### src/rtl/cbs_pkg.sv
// shared constants for the bus cycle and interrupt sequencer
package cbs_pkg;
	// cycle-type status codes (bit2,bit1,bit0)
	localparam logic [2:0] CT_INTERRUPT_ACK_STROBE_N = 3'h0;
	localparam logic [2:0] CT_IORD = 3'h1;
	localparam logic [2:0] CT_IOWR = 3'h2;
	localparam logic [2:0] CT_HALT = 3'h3;
	localparam logic [2:0] CT_FETCH = 3'h4;
	localparam logic [2:0] CT_MEMRD = 3'h5;
	localparam logic [2:0] CT_MEMWR = 3'h6;
	localparam logic [2:0] CT_PASSIVE = 3'h7;
	// segment indicator codes (high,low)
	localparam logic [1:0] SEG_EXTRA = 2'h0;
	localparam logic [1:0] SEG_STACK = 2'h1;
	localparam logic [1:0] SEG_CODE = 2'h2;
	localparam logic [1:0] SEG_DATA = 2'h3;
	// addresses
	localparam logic [19:0] RESET_VECTOR = 20'hffff0;
	localparam logic [19:0] VECTOR_TABLE_BASE = 20'h00000;
	localparam logic [19:0] VECTOR_TABLE_LAST = 20'h003ff;
	localparam logic [7:0] NMI_TYPE = 8'h02;
	// timing counts in clocks
	localparam int RESET_SEQ_CLOCKS = 10;
	localparam int NMI_MIN_CLOCKS = 2;
	// bus cycle states, one-hot
	typedef enum logic [5:0] {
		ST_IDLE = 6'h01,
		ST_T1 = 6'h02,
		ST_T2 = 6'h04,
		ST_T3 = 6'h08,
		ST_TW = 6'h10,
		ST_T4 = 6'h20
	} cbs_state_e;
endpackage : cbs_pkg

### src/rtl/cbs_reset_seq.sv
// internal reset sequence counter started by the falling reset edge
`timescale 1ns/10ps
module cbs_reset_seq
	import cbs_pkg::*;
#(
	parameter int SEQ_CLOCKS = RESET_SEQ_CLOCKS
) (
	// clock and reset
	input wire logic clk,
	input wire logic rst,
	// status
	output logic busy
);
	logic [4:0] cnt_q;

	// counts down after release; the bus stays quiet meanwhile
	always_ff @(posedge clk or posedge rst) begin
		if (rst) begin
			cnt_q <= 5'(SEQ_CLOCKS);
		end else if (cnt_q != 5'h00) begin
			cnt_q <= cnt_q - 5'h01;
		end
	end

	assign busy = (cnt_q != 5'h00);
endmodule : cbs_reset_seq

### src/rtl/cbs_nmi_detect.sv
// nonmaskable request synchroniser and rising edge latch
`timescale 1ns/10ps
module cbs_nmi_detect
	import cbs_pkg::*;
(
	// clock and reset
	input wire logic clk,
	input wire logic rst,
	// request and service
	input wire logic nmi_req,
	input wire logic taken,
	output logic pending
);
	logic s1_q, s2_q, s3_q, pend_q;

	// two flops synchronise, the third gives the edge
	always_ff @(posedge clk or posedge rst) begin
		if (rst) begin
			s1_q <= 1'b0;
			s2_q <= 1'b0;
			s3_q <= 1'b0;
		end else begin
			s1_q <= nmi_req;
			s2_q <= s1_q;
			s3_q <= s2_q;
		end
	end

	// a new edge wins over the service clear
	always_ff @(posedge clk or posedge rst) begin
		if (rst) begin
			pend_q <= 1'b0;
		end else if (s2_q && !s3_q) begin
			pend_q <= 1'b1;
		end else if (taken) begin
			pend_q <= 1'b0;
		end
	end

	assign pending = pend_q;
endmodule : cbs_nmi_detect

### src/rtl/cbs_sequencer.sv
// bus cycle, interrupt acknowledge and halt sequencer
// Behaviour
// RULE_01 - every bus cycle runs T1, T2, T3, T4 in order, at least four clocks
// RULE_02 - address in T1, T2 turns bus on reads, data in T3 and T4
// RULE_03 - wait states between T3 and T4 while ready is low
// RULE_04 - idle states between cycles when no transfer is requested
// RULE_05 - address latch strobe pulses high in T1
// RULE_06 - maximum mode drives three-bit cycle-type status codes
// RULE_07 - upper lines carry A19..A16 in T1, status in T2..T4, with IE flag
// RULE_08 - segment indicator pair encodes segment register used
// RULE_09 - I/O cycles hold upper four address bits low
// RULE_10 - reset must be held high more than four clocks
// RULE_11 - reset aborts at once; ten-clock sequence then fetch from FFFF0H
// RULE_12 - vector table of 256 four-byte pointers at 00000H to 003FFH
// RULE_13 - nonmaskable request beats maskable request
// RULE_14 - nonmaskable pulse lasts at least two clocks
// RULE_15 - interrupts serviced only at instruction or string-iteration boundaries
// RULE_16 - maskable request held until acknowledged
// RULE_17 - flags pushed then interrupt enable cleared on any interrupt
// RULE_18 - lock asserted from T2 of first ack cycle to T2 of second
// RULE_19 - second ack cycle reads type byte, times four gives pointer address
// RULE_20 - halt held until interrupt request or reset
// RULE_21 - memory/IO select valid T1 through T4 in minimum mode
// RULE_22 - read, write, ack strobes active start of T2 to start of T4
// RULE_23 - ready input is active high from the accessed device
// RULE_24 - mode select strapped high for minimum, low for maximum
// RULE_25 - mode-dependent pins switch between strobes and encoded status
`timescale 1ns/10ps
module cbs_sequencer
	import cbs_pkg::*;
(
	// clock and reset
	input wire logic clk,
	input wire logic rst,
	// system straps and handshakes
	input wire logic min_max_select,
	input wire logic ready,
	input wire logic maskable_request,
	input wire logic nmi_req,
	// execution side request port
	input wire logic req_valid,
	input wire logic [2:0] req_type,
	input wire logic [19:0] req_addr,
	input wire logic [1:0] req_segment,
	input wire logic [7:0] req_wdata,
	input wire logic instr_boundary,
	input wire logic halt_cmd,
	input wire logic ie_set,
	input wire logic ie_clear,
	output logic req_ready,
	output logic rsp_valid,
	output logic [7:0] rsp_rdata,
	output logic irq_take,
	output logic [19:0] irq_vector_addr,
	output logic start_fetch,
	output logic [19:0] start_addr,
	output logic halted,
	output logic ie_flag,
	// bus pins
	output logic [7:0] ad_out,
	output logic ad_oe,
	input wire logic [7:0] ad_in,
	output logic [7:0] addr_mid,
	output logic [3:0] upper_address_status_lines,
	output logic ale,
	// minimum mode strobes
	output logic read_strobe_n,
	output logic write_strobe_n,
	output logic interrupt_ack_strobe_n,
	output logic io_mem_select,
	output logic dir_transmit,
	output logic data_enable_n,
	// maximum mode status
	output logic cycle_type_bit0,
	output logic cycle_type_bit1,
	output logic cycle_type_bit2,
	output logic lock_n,
	output logic [1:0] queue_status
);
	cbs_state_e st_q, st_d;
	logic [2:0] type_q;
	logic [19:0] addr_q;
	logic [1:0] seg_q;
	logic [7:0] wdata_q;
	logic [7:0] rdata_q;
	logic rsp_q;
	logic ie_q;
	logic halt_q;
	logic mode_min_q;
	logic ack_second_q;
	logic ack_nmi_q;
	logic ack_run_q;
	logic lock_q;
	logic take_q;
	logic [19:0] vec_q;
	logic fetch_q;
	logic busy_prev_q;
	logic seq_busy;
	logic nmi_pend;
	logic int_fire;
	logic int_nmi;
	logic ack_start;
	logic ack_done;
	logic bus_go;
	logic in_t1;
	logic is_read;
	logic is_write;
	logic is_io;
	logic is_ack;

	cbs_reset_seq u_rseq (
		.clk(clk),
		.rst(rst),
		.busy(seq_busy)
	);

	cbs_nmi_detect u_nmi (
		.clk(clk),
		.rst(rst),
		.nmi_req(nmi_req),
		.taken(take_q && ack_nmi_q),
		.pending(nmi_pend)
	);

	// boundaries only, nonmaskable first; none in the take clock, so the enable clear lands
	assign int_fire = instr_boundary && !ack_run_q && !seq_busy && !take_q
		&& (nmi_pend || (maskable_request && ie_q)); // see RULE_15
	assign int_nmi = nmi_pend; // see RULE_13
	assign ack_start = int_fire && !int_nmi && st_q == ST_IDLE;
	assign bus_go = !seq_busy && !halt_q && (ack_run_q || req_valid);
	assign req_ready = (st_q == ST_IDLE) && !seq_busy && !halt_q && !ack_run_q && !int_fire;
	assign is_ack = type_q == CT_INTERRUPT_ACK_STROBE_N;
	assign is_io = type_q == CT_IORD || type_q == CT_IOWR;
	assign is_write = type_q == CT_IOWR || type_q == CT_MEMWR;
	assign is_read = !is_write && type_q != CT_HALT;
	assign in_t1 = st_q == ST_T1;
	assign ack_done = is_ack && ack_second_q && st_q == ST_T4;

	// bus state sequence; no shortcut past any T state
	always_comb begin
		st_d = st_q;
		unique case (st_q)
			ST_IDLE: begin
				if ((bus_go && req_ready) || ack_start || (ack_run_q && !seq_busy)) begin
					st_d = ST_T1; // see RULE_01
				end
			end
			ST_T1: st_d = ST_T2;
			ST_T2: st_d = ST_T3;
			ST_T3: st_d = ready ? ST_T4 : ST_TW; // see RULE_03, see RULE_23
			ST_TW: st_d = ready ? ST_T4 : ST_TW;
			ST_T4: st_d = ST_IDLE; // see RULE_04
			default: st_d = ST_IDLE;
		endcase
	end

	// rising reset aborts the cycle at once
	always_ff @(posedge clk or posedge rst) begin
		if (rst) begin
			st_q <= ST_IDLE; // see RULE_11
		end else begin
			st_q <= st_d;
		end
	end

	// capture cycle attributes at T1 launch
	always_ff @(posedge clk or posedge rst) begin
		if (rst) begin
			type_q <= CT_PASSIVE;
			addr_q <= 20'h00000;
			seg_q <= SEG_CODE;
			wdata_q <= 8'h00;
		end else if (st_d == ST_T1 && st_q == ST_IDLE) begin
			if (ack_start || ack_run_q) begin
				type_q <= CT_INTERRUPT_ACK_STROBE_N;
				addr_q <= 20'h00000;
				seg_q <= SEG_CODE;
			end else begin
				type_q <= req_type;
				addr_q <= req_addr;
				seg_q <= req_segment;
				wdata_q <= req_wdata;
			end
		end else if (st_q == ST_T4) begin
			type_q <= CT_PASSIVE;
		end
	end

	// acknowledge pair bookkeeping and lock window
	always_ff @(posedge clk or posedge rst) begin
		if (rst) begin
			ack_run_q <= 1'b0;
			ack_second_q <= 1'b0;
			ack_nmi_q <= 1'b0;
			lock_q <= 1'b0;
		end else begin
			if (int_fire && st_q == ST_IDLE) begin
				ack_nmi_q <= int_nmi;
				ack_run_q <= !int_nmi; // nonmaskable skips the bus pair
			end else if (ack_done) begin
				ack_run_q <= 1'b0;
			end
			if (is_ack && st_q == ST_T4) begin
				ack_second_q <= !ack_second_q;
			end
			if (is_ack && st_q == ST_T1 && !ack_second_q) begin
				lock_q <= 1'b1; // see RULE_18
			end else if (is_ack && st_q == ST_T1 && ack_second_q) begin
				lock_q <= 1'b0;
			end
		end
	end

	// read data, type byte and vector address
	always_ff @(posedge clk or posedge rst) begin
		if (rst) begin
			rdata_q <= 8'h00;
			rsp_q <= 1'b0;
			take_q <= 1'b0;
			vec_q <= VECTOR_TABLE_BASE;
		end else begin
			rsp_q <= (st_q == ST_T4) && !is_ack; // writes answer too
			take_q <= 1'b0;
			// data taken as T3 or a wait ends; the strobes are gone by T4
			if ((st_q == ST_T3 || st_q == ST_TW) && ready) begin
				rdata_q <= ad_in; // see RULE_02
			end
			if (ack_done) begin
				take_q <= 1'b1;
				vec_q <= VECTOR_TABLE_BASE | {10'h000, rdata_q, 2'b00}; // see RULE_19, see RULE_12
			end else if (int_fire && int_nmi && st_q == ST_IDLE) begin
				take_q <= 1'b1;
				vec_q <= VECTOR_TABLE_BASE | {10'h000, NMI_TYPE, 2'b00};
			end
		end
	end

	// interrupt enable cleared on take; flags are pushed by the caller first
	always_ff @(posedge clk or posedge rst) begin
		if (rst) begin
			ie_q <= 1'b0;
		end else if (take_q) begin
			ie_q <= 1'b0; // see RULE_17
		end else if (ie_set) begin
			ie_q <= 1'b1;
		end else if (ie_clear) begin
			ie_q <= 1'b0;
		end
	end

	// halt persists until an interrupt or reset
	always_ff @(posedge clk or posedge rst) begin
		if (rst) begin
			halt_q <= 1'b0;
		end else if (int_fire || (halt_q && (nmi_pend || (maskable_request && ie_q)))) begin
			halt_q <= 1'b0; // see RULE_20
		end else if (halt_cmd && st_q == ST_IDLE) begin
			halt_q <= 1'b1;
		end
	end

	// mode strap taken while reset sequence runs; reset vector pulse after
	always_ff @(posedge clk or posedge rst) begin
		if (rst) begin
			mode_min_q <= 1'b1;
			busy_prev_q <= 1'b1;
			fetch_q <= 1'b0;
		end else begin
			if (seq_busy) begin
				mode_min_q <= min_max_select; // see RULE_24
			end
			busy_prev_q <= seq_busy;
			fetch_q <= busy_prev_q && !seq_busy; // see RULE_11
		end
	end

	assign start_fetch = fetch_q;
	assign start_addr = RESET_VECTOR; // see RULE_11

	// bus pin drive
	always_comb begin
		ad_out = in_t1 ? addr_q[7:0] : wdata_q;
		ad_oe = (in_t1 && !is_ack) || (is_write && st_q != ST_IDLE); // see RULE_02
		addr_mid = addr_q[15:8];
		if (in_t1) begin
			upper_address_status_lines = is_io ? 4'h0 : addr_q[19:16]; // see RULE_09, see RULE_07
		end else begin
			upper_address_status_lines = {1'b0, ie_q, seg_q}; // see RULE_08
		end
	end

	// minimum mode strobes, maximum mode status
	always_comb begin
		logic act;
		logic [2:0] ct;
		act = st_q == ST_T2 || st_q == ST_T3 || st_q == ST_TW; // see RULE_22
		ct = (st_q == ST_T1 || st_q == ST_T2 || act) ? type_q : CT_PASSIVE;
		ale = mode_min_q && in_t1; // see RULE_05
		read_strobe_n = !(mode_min_q && act && is_read && !is_ack);
		write_strobe_n = !(mode_min_q && act && is_write);
		interrupt_ack_strobe_n = !(mode_min_q && act && is_ack);
		io_mem_select = mode_min_q && is_io && st_q != ST_IDLE; // see RULE_21
		dir_transmit = is_write;
		data_enable_n = !(mode_min_q && act);
		cycle_type_bit0 = mode_min_q ? !(is_write) : ct[0]; // see RULE_06, see RULE_25
		cycle_type_bit1 = mode_min_q ? 1'b1 : ct[1];
		cycle_type_bit2 = mode_min_q ? 1'b1 : ct[2];
		lock_n = !(lock_q && (st_q != ST_T1 || ack_second_q));
		queue_status = 2'h0;
	end

	assign rsp_valid = rsp_q;
	assign rsp_rdata = rdata_q;
	assign irq_take = take_q;
	assign irq_vector_addr = vec_q;
	assign halted = halt_q;
	assign ie_flag = ie_q;
endmodule : cbs_sequencer

### config.mk
export PLATFORM = sky130hd
export DESIGN_NAME = cbs_sequencer
export DESIGN_NICKNAME = d
export VERILOG_FILES = /design/src/rtl/cbs_pkg.sv /design/src/rtl/cbs_reset_seq.sv /design/src/rtl/cbs_nmi_detect.sv /design/src/rtl/cbs_sequencer.sv
export SDC_FILE = /design/constraint.sdc
export NUM_CORES = 1
export LEC_CHECK = 0
export BUFFER_PORTS_ARGS = -buffer_cell sky130_fd_sc_hd__buf_2
export CORE_MARGIN = 2
export CORE_UTILIZATION = 55
export CTS_BUF_LIST = sky130_fd_sc_hd__clkbuf_4 sky130_fd_sc_hd__clkbuf_8
export CTS_CLUSTER_DIAMETER = 40
export DETAILED_ROUTE_END_ITERATION = 12
export PLACE_DENSITY = 0.95
export SLEW_MARGIN = 20
export SYNTH_ARGS = -nofsm -noshare
export SYNTH_HDL_FRONTEND = slang
export SYNTH_HIERARCHICAL = 1
export SYNTH_SLANG_ARGS = --single-unit
### constraint.sdc
create_clock -name clk -period 6.6 [get_ports clk]
set_clock_uncertainty 0.05 [all_clocks]
set_input_delay 0.33 -clock clk [delete_from_list [all_inputs] [get_ports clk]]
set_output_delay 0.33 -clock clk [all_outputs]
set_load 0.03 [all_outputs]
After elaboration in Yosys (flattened, before gate mapping)
Cells that the tools add are included.
{ "totals": {"ff_bits": 87, "input_bits": 52, "elab_cells": 153} }
{ "classes": {"n_addsub": 1, "eq_ne": 13, "muxes": 30, "bitwise_logic": 1, "n_reduce_logical": 85} }
{ "op_table": {"columns": ["cell", "n"], "rows": [
  ["20-bit 2-to-1 mux", 3],
  ["1-bit logical AND", 44],
  ["6-bit case mux with 4 select lines", 1],
  ["1-bit 2-to-1 mux", 16],
  ["1-bit logical NOT", 15],
  ["1-bit logical OR", 15],
  ["6-bit by 2-bit == test with 1-bit output (second input constant)", 2],
  ["3-bit 2-to-1 mux", 4],
  ["6-bit 2-to-1 mux", 2],
  ["2-bit nonzero test", 6],
  ["4-bit 2-to-1 mux", 2],
  ["8-bit 2-to-1 mux", 1],
  ["6-bit by 1-bit == test with 1-bit output (second input constant)", 1],
  ["6-bit by 3-bit == test with 1-bit output (second input constant)", 1],
  ["6-bit by 4-bit == test with 1-bit output (second input constant)", 1],
  ["6-bit by 5-bit == test with 1-bit output (second input constant)", 1],
  ["6-bit == test (second input constant)", 1],
  ["6-bit by 1-bit != test with 1-bit output (second input constant)", 1],
  ["6-bit by 2-bit != test with 1-bit output (second input constant)", 1],
  ["5-bit nonzero test", 1],
  ["5-bit by 1-bit subtractor with 5-bit output (second input constant)", 1],
  ["3-bit by 1-bit == test with 1-bit output (second input constant)", 1],
  ["3-bit by 2-bit == test with 1-bit output (second input constant)", 1],
  ["3-bit == test (second input constant)", 1],
  ["other kinds (7)", 7]
]} }

Depth between registers and ports, before layout
{ "depth": {"depth_word": 15, "mapped_depth": 9, "mapped_depth_nobuf": 7} }

Cells and area by module
The synthesis kept the hierarchy.
{ "modules_own_cells": {"columns": ["mod", "instances", "cells_each", "area_per_inst_um2", "seq_area_each_um2"], "rows": [
  ["cbs_sequencer", 1, 338, 3338.2, 1660.3],
  ["cbs_reset_seq", 1, 25, 281.5, 127.6],
  ["cbs_nmi_detect", 1, 8, 123.9, 100.1]
]} }

Worst setup path after synthesis
No wires, ideal clock.
{ "synth_path": {"kind": "reg-to-reg", "startpoint": "register u_rseq.cnt_q[0]", "endpoint": "register addr_q[10]", "setup_time_ns": 0.074, "arrival_time_ns": 2.574, "required_ns": 6.476, "path_slack_ns": 3.902, "path_stages_with_launch": 10, "path_buffers": 2, "period_less_slack_ns": 2.698, "path_cell_list": "dfrtp_1 inv_1 ha_1 or4b_4 buf_6 or4b_4 o2111ai_4 a31oi_4 buf_6 o21ai_2"} }
{ "synth_between": {"elab_chain_len": 14} }
{ "synth_lines": {"columns": ["element", "line_no", "rtl"], "rows": [
  ["start: declaration", "cbs_reset_seq.sv:14", "logic [4:0] cnt_q;"],
  ["start signal: assignment", "cbs_reset_seq.sv:19", "cnt_q <= 5'(SEQ_CLOCKS);"],
  ["start signal: assignment", "cbs_reset_seq.sv:21", "cnt_q <= cnt_q - 5'h01;"],
  ["5-bit nonzero test (*)", "cbs_reset_seq.sv:25", "assign busy = (cnt_q != 5'h00);"],
  ["net seq_busy", "cbs_sequencer.sv:98", "logic seq_busy;"],
  ["1-bit logical NOT (*)", null, null],
  ["1-bit logical AND (2 in series)", "cbs_sequencer.sv:126", "assign int_fire = instr_boundary && !ack_run_q && !seq_busy && !take_q"],
  ["1-bit logical AND", "cbs_sequencer.sv:127", "&& (nmi_pend || (maskable_request && ie_q));"],
  ["1-bit logical NOT", "cbs_sequencer.sv:131", "assign req_ready = (st_q == ST_IDLE) && !seq_busy && !halt_q && !ack_run_q && !int_fire;"],
  ["1-bit logical AND", "cbs_sequencer.sv:131", null],
  ["1-bit logical AND", "cbs_sequencer.sv:144", "if ((bus_go && req_ready) || ack_start || (ack_run_q && !seq_busy)) begin"],
  ["1-bit logical OR (2 in series)", "cbs_sequencer.sv:144", null],
  ["6-bit 2-to-1 mux", "cbs_sequencer.sv:144", null],
  ["6-bit case mux with 4 select lines", "cbs_sequencer.sv:142", "unique case (st_q)"],
  ["6-bit by 2-bit == test with 1-bit output", "cbs_sequencer.sv:173", "end else if (st_d == ST_T1 && st_q == ST_IDLE) begin"],
  ["1-bit logical AND", "cbs_sequencer.sv:173", null],
  ["end signal: assignment", "cbs_sequencer.sv:180", "addr_q <= req_addr;"],
  ["end: declaration", "cbs_sequencer.sv:82", "logic [19:0] addr_q;"]
]} }
Mark *: on every way through the listed nets, which the timed path passes. The rest lies on a longest branch.
A chain may end at the register's enable or synchronous reset.

Final worst setup path
{ "layout_path": {"startpoint": "register u_rseq.cnt_q[0]", "endpoint": "register type_q[2]"} }
{ "layout_between": {"elab_chain_len": 15} }
{ "layout_lines": {"columns": ["element", "line_no", "rtl"], "rows": [
  ["5-bit nonzero test (*)", "cbs_reset_seq.sv:25", null],
  ["net seq_busy", "cbs_sequencer.sv:98", null],
  ["1-bit logical NOT (*)", null, null],
  ["1-bit logical AND (2 in series)", "cbs_sequencer.sv:126", null],
  ["1-bit logical AND", "cbs_sequencer.sv:127", null],
  ["1-bit logical NOT", "cbs_sequencer.sv:131", null],
  ["1-bit logical AND", "cbs_sequencer.sv:131", null],
  ["1-bit logical AND", "cbs_sequencer.sv:144", null],
  ["1-bit logical OR (2 in series)", "cbs_sequencer.sv:144", null],
  ["6-bit 2-to-1 mux", "cbs_sequencer.sv:144", null],
  ["6-bit case mux with 4 select lines", "cbs_sequencer.sv:142", null],
  ["6-bit by 2-bit == test with 1-bit output", "cbs_sequencer.sv:173", null],
  ["1-bit logical AND", "cbs_sequencer.sv:173", null],
  ["3-bit 2-to-1 mux or 2-bit nonzero test (tied branches)", null, null],
  ["end signal: assignment", "cbs_sequencer.sv:179", "type_q <= req_type;"],
  ["end: declaration", "cbs_sequencer.sv:81", "logic [2:0] type_q;"]
]} }
Marks and branches as above.

==> flow_metrics.env <==
export IMPL_report_final_slew_viol_count=0
export IMPL_setup_tns_ns=0
export IMPL_routed_via_density=5.15
export IMPL_detail_route_wl_per_cell_um=14.6
export IMPL_power_switching_uw=572
export IMPL_overflow=0
export IMPL_gp_congestion=0.849
export IMPL_drive_gt1_share_pct=36.7
export IMPL_antenna_found_initial=0
export IMPL_drt_wl_total_um=8080
export IMPL_synth_edf_count=0
export IMPL_p_comb_share_pct=35.0
export IMPL_placedInstanceArea_sq_um=4090
export IMPL_avgSynthCellArea_sq_um=10.1
export IMPL_clockBufferDepth=2
export IMPL_worstSkewPairLatency_ns=0.34
export IMPL_endpoint_kind="register"
export IMPL_fin_area_sq_um=4280
export IMPL_fp_dieH_um=86.5
export IMPL_ys_warnings_count=6
export IMPL_peakVddDrop_v=0.000199
export IMPL_syn_inst=371
export IMPL_grt_max_degree=45
export IMPL_cts_setup_buffers=0
export IMPL_criticalPathCategory="register to register"
export IMPL_drt_pass1_iterations=5
export IMPL_rrSetupSlack_ns=3.00
export IMPL_final_antenna_net_count=0
export IMPL_status="finished, final reports clean"
export IMPL_ys_seq_elements=75
export IMPL_synthArstFlopShare_pct=100
export IMPL_area_growth_pct=14.4
export IMPL_dpl_hpwl_um=5750
export IMPL_slew_headroom_pct=28.1
export IMPL_p_seq_share_pct=42.3
export IMPL_start_util_pct=56.0
export IMPL_vias=2854
export IMPL_worstPathRequired_ns=6.77
export IMPL_synth_top_area_share_pct=44.1
export IMPL_drv_cap=0
export IMPL_fin_nets=523
export IMPL_io_pins=140
export IMPL_numCtsBuffers=9
export IMPL_synthTopCellsByArea="dfrtp_1 (44%), buf_4 (8.6%), nand2_1 (6.6%), dfstp_2 (6.3%), o21ai_2 (4.2%)"
export IMPL_r2r_start="u_rseq/cnt_q[0]"
export IMPL_critPathMaxFanout=27
export IMPL_whs_path_depth=1
export IMPL_swShare_pct=41.3
export IMPL_fillCellCount=495
export IMPL_cts_sinks=75
export IMPL_die_w_um=86.5
export IMPL_grt_usage_pct=22.9
export IMPL_start_kind="register"
export IMPL_core_sq_um=6680
export IMPL_htreeDepth=3
export IMPL_ys_seq_area_share_pct=50.4
export IMPL_synthesis_area_sq_um=3740
export IMPL_yosys_most_used_dff="dfrtp_1"
export IMPL_rsz0062_at_grt="no"
export IMPL_yosysTopAreaCell="dfrtp_1"
export IMPL_hold_path_end="u_nmi/s1_q"
export IMPL_worstMarginPinSlew_ns=1.08
export IMPL_hold_violations=0
export IMPL_worstHoldStart="nmi_req"
export IMPL_fp_dieArea_sq_um=7480
export IMPL_power_density_nw_per_um2=323
export IMPL_period_minus_slack_ns=3.60
export IMPL_cts_tree="yes"
export IMPL_synthDistinctLibCells=55
export IMPL_insertedDiodeCount=0
export IMPL_drt_initial_drc_count=158
export IMPL_netlist_top_cells_count="dfrtp_1 (66), nand2_1 (66), buf_4 (43)"
export IMPL_route_detailed_drc=0
export IMPL_p_leak_nw=2.25
export IMPL_row_count=30
export IMPL_power_internal_uw=813
export IMPL_rr_endpoint="type_q[2]"
export IMPL_clkTransAtPathRegs_ns=0.08
export IMPL_finalCritPeriodShare_pct=54.5
export IMPL_grt_pass1_vias=2824
export IMPL_reg2reg_depth=7
export IMPL_fmax_mhz=278
export IMPL_setup_violations=0
export IMPL_root_buffer="clkbuf_8"
export IMPL_port_buffers=105
export IMPL_power_frac_clock_pct=22.7
export IMPL_hp_class="primary input to register"
export IMPL_grt_pass1_wl_um=13300
export IMPL_crit_arrival_ns=3.77
-- worst max-delay path by stage --
stage          slack (ns)    endpoint  cells past startpoint       startpoint
2_1_floorplan        3.90  addr_q[10]                      9  u_rseq/cnt_q[0]
3_3_place_gp         3.29    seg_q[1]                      7  u_rseq/cnt_q[0]
3_5_place_dp         3.11  addr_q[18]                      7  u_rseq/cnt_q[0]
4_1_cts              3.07   type_q[2]                      7  u_rseq/cnt_q[0]
5_1_grt              2.77   type_q[2]                      7  u_rseq/cnt_q[0]
6_report             3.00   type_q[2]                      7  u_rseq/cnt_q[0]
-- registers in the layout, indices dropped and copies added, names as in the netlist, 2 cells and up --
register         flops
type_q               3
addr_q              20
seg_q                2
irq_vector_addr      8
u_rseq/cnt_q         5
rsp_rdata            8
wdata_q              8
st_q                 6
-- worst max-delay path, cell delays in order, from the launching register on --
cell,delay [ns]
dfrtp_1,0.38
inv_1,0.14
ha_1,0.21
or4b_4,0.58
nor4b_1,0.66
nand4_1,0.29
a31oi_4,0.88
o21ai_0,0.26
-- metal layers --
metal | wire, um | track usage (%) | part of all wire, % | up-vias
met3 | 514 | 4.76 | 6.4 | 23
met4 | 222 | 10.2 | 2.7 | 0
met2 | 3920 | 36.4 | 49 | 137
met1 | 3420 | 30.5 | 42 | 1357
li1 | - | - | - | 1337
met5 | 0 | 0 | 0 | -
-- per-stage QoR --
step	power [mW]	hold slack, ns	util (%)	cells	setup slack [ns]
after floorplan	0.973	0.0461	-	403	3.90
after global placement	1.05	0.187	61.3	537	3.29
after detailed placement	1.07	0.194	61.3	537	3.11
after CTS	1.39	0.0492	64.1	554	3.07
after global routing	1.46	0.0388	64.1	554	2.77
final	1.38	0.0526	64.1	554	3.00
-- timing repair --
item / CTS / global route
gates resized for setup: 0 / 0
hold buffers: 1 / 0
endpoints found under the hold margin: 27 / 0
endpoints found under the setup margin: 0 / 0
-- power groups by stage --
stage          Clock (mW)  Sequential (mW)  Combinational, mW
6_report            0.314            0.585              0.485
3_3_place_gp            0            0.586              0.468
2_1_floorplan           0            0.643              0.330
4_1_cts             0.319            0.584              0.484
3_5_place_dp            0            0.592              0.480
5_1_grt             0.342            0.593              0.522
-- logic make-up (layout without fill, tap and decap cells) --
family | Yosys count | in the layout | share of synthesized area (%)
and+or+nand+nor | 116 | 116 | 15.5
adders and majority gates | 2 | 2 | 0.668
muxes | 9 | 9 | 2.67
other | 2 | 34 | 0.201
AOI/OAI and AO/OA | 71 | 71 | 14.6
xor gates and xnor gates | 4 | 4 | 1.14
buffers and inverters | 92 | 163 | 14.8
DFF | 75 | 75 | 50.4
-- layout make-up --
class / instances / area (sq um) / area share [%]
clock buffer: 10 / 138 / 3.21
clock inverter: 6 / 40.0 / 0.935
sequential: 75 / 1890 / 44.1
timing repair buffer: 107 / 543 / 12.7
tap: 80 / 100 / 2.34
multi-input combinational: 236 / 1420 / 33.2
inverter: 40 / 150 / 3.51
-- placed cells by master, fill, tap and decap left out, drive strengths merged, types with 8 or more instances in the layout --
cell,Yosys,final
buf,48,106
nand2,66,66
dfrtp,66,66
inv,40,41
o21ai,39,39
conb,2,34
nor2,15,15
a22o,10,10
clkbuf,3,10
dfstp,9,9
mux2,8,8
(Power assumes the default switching activity.)
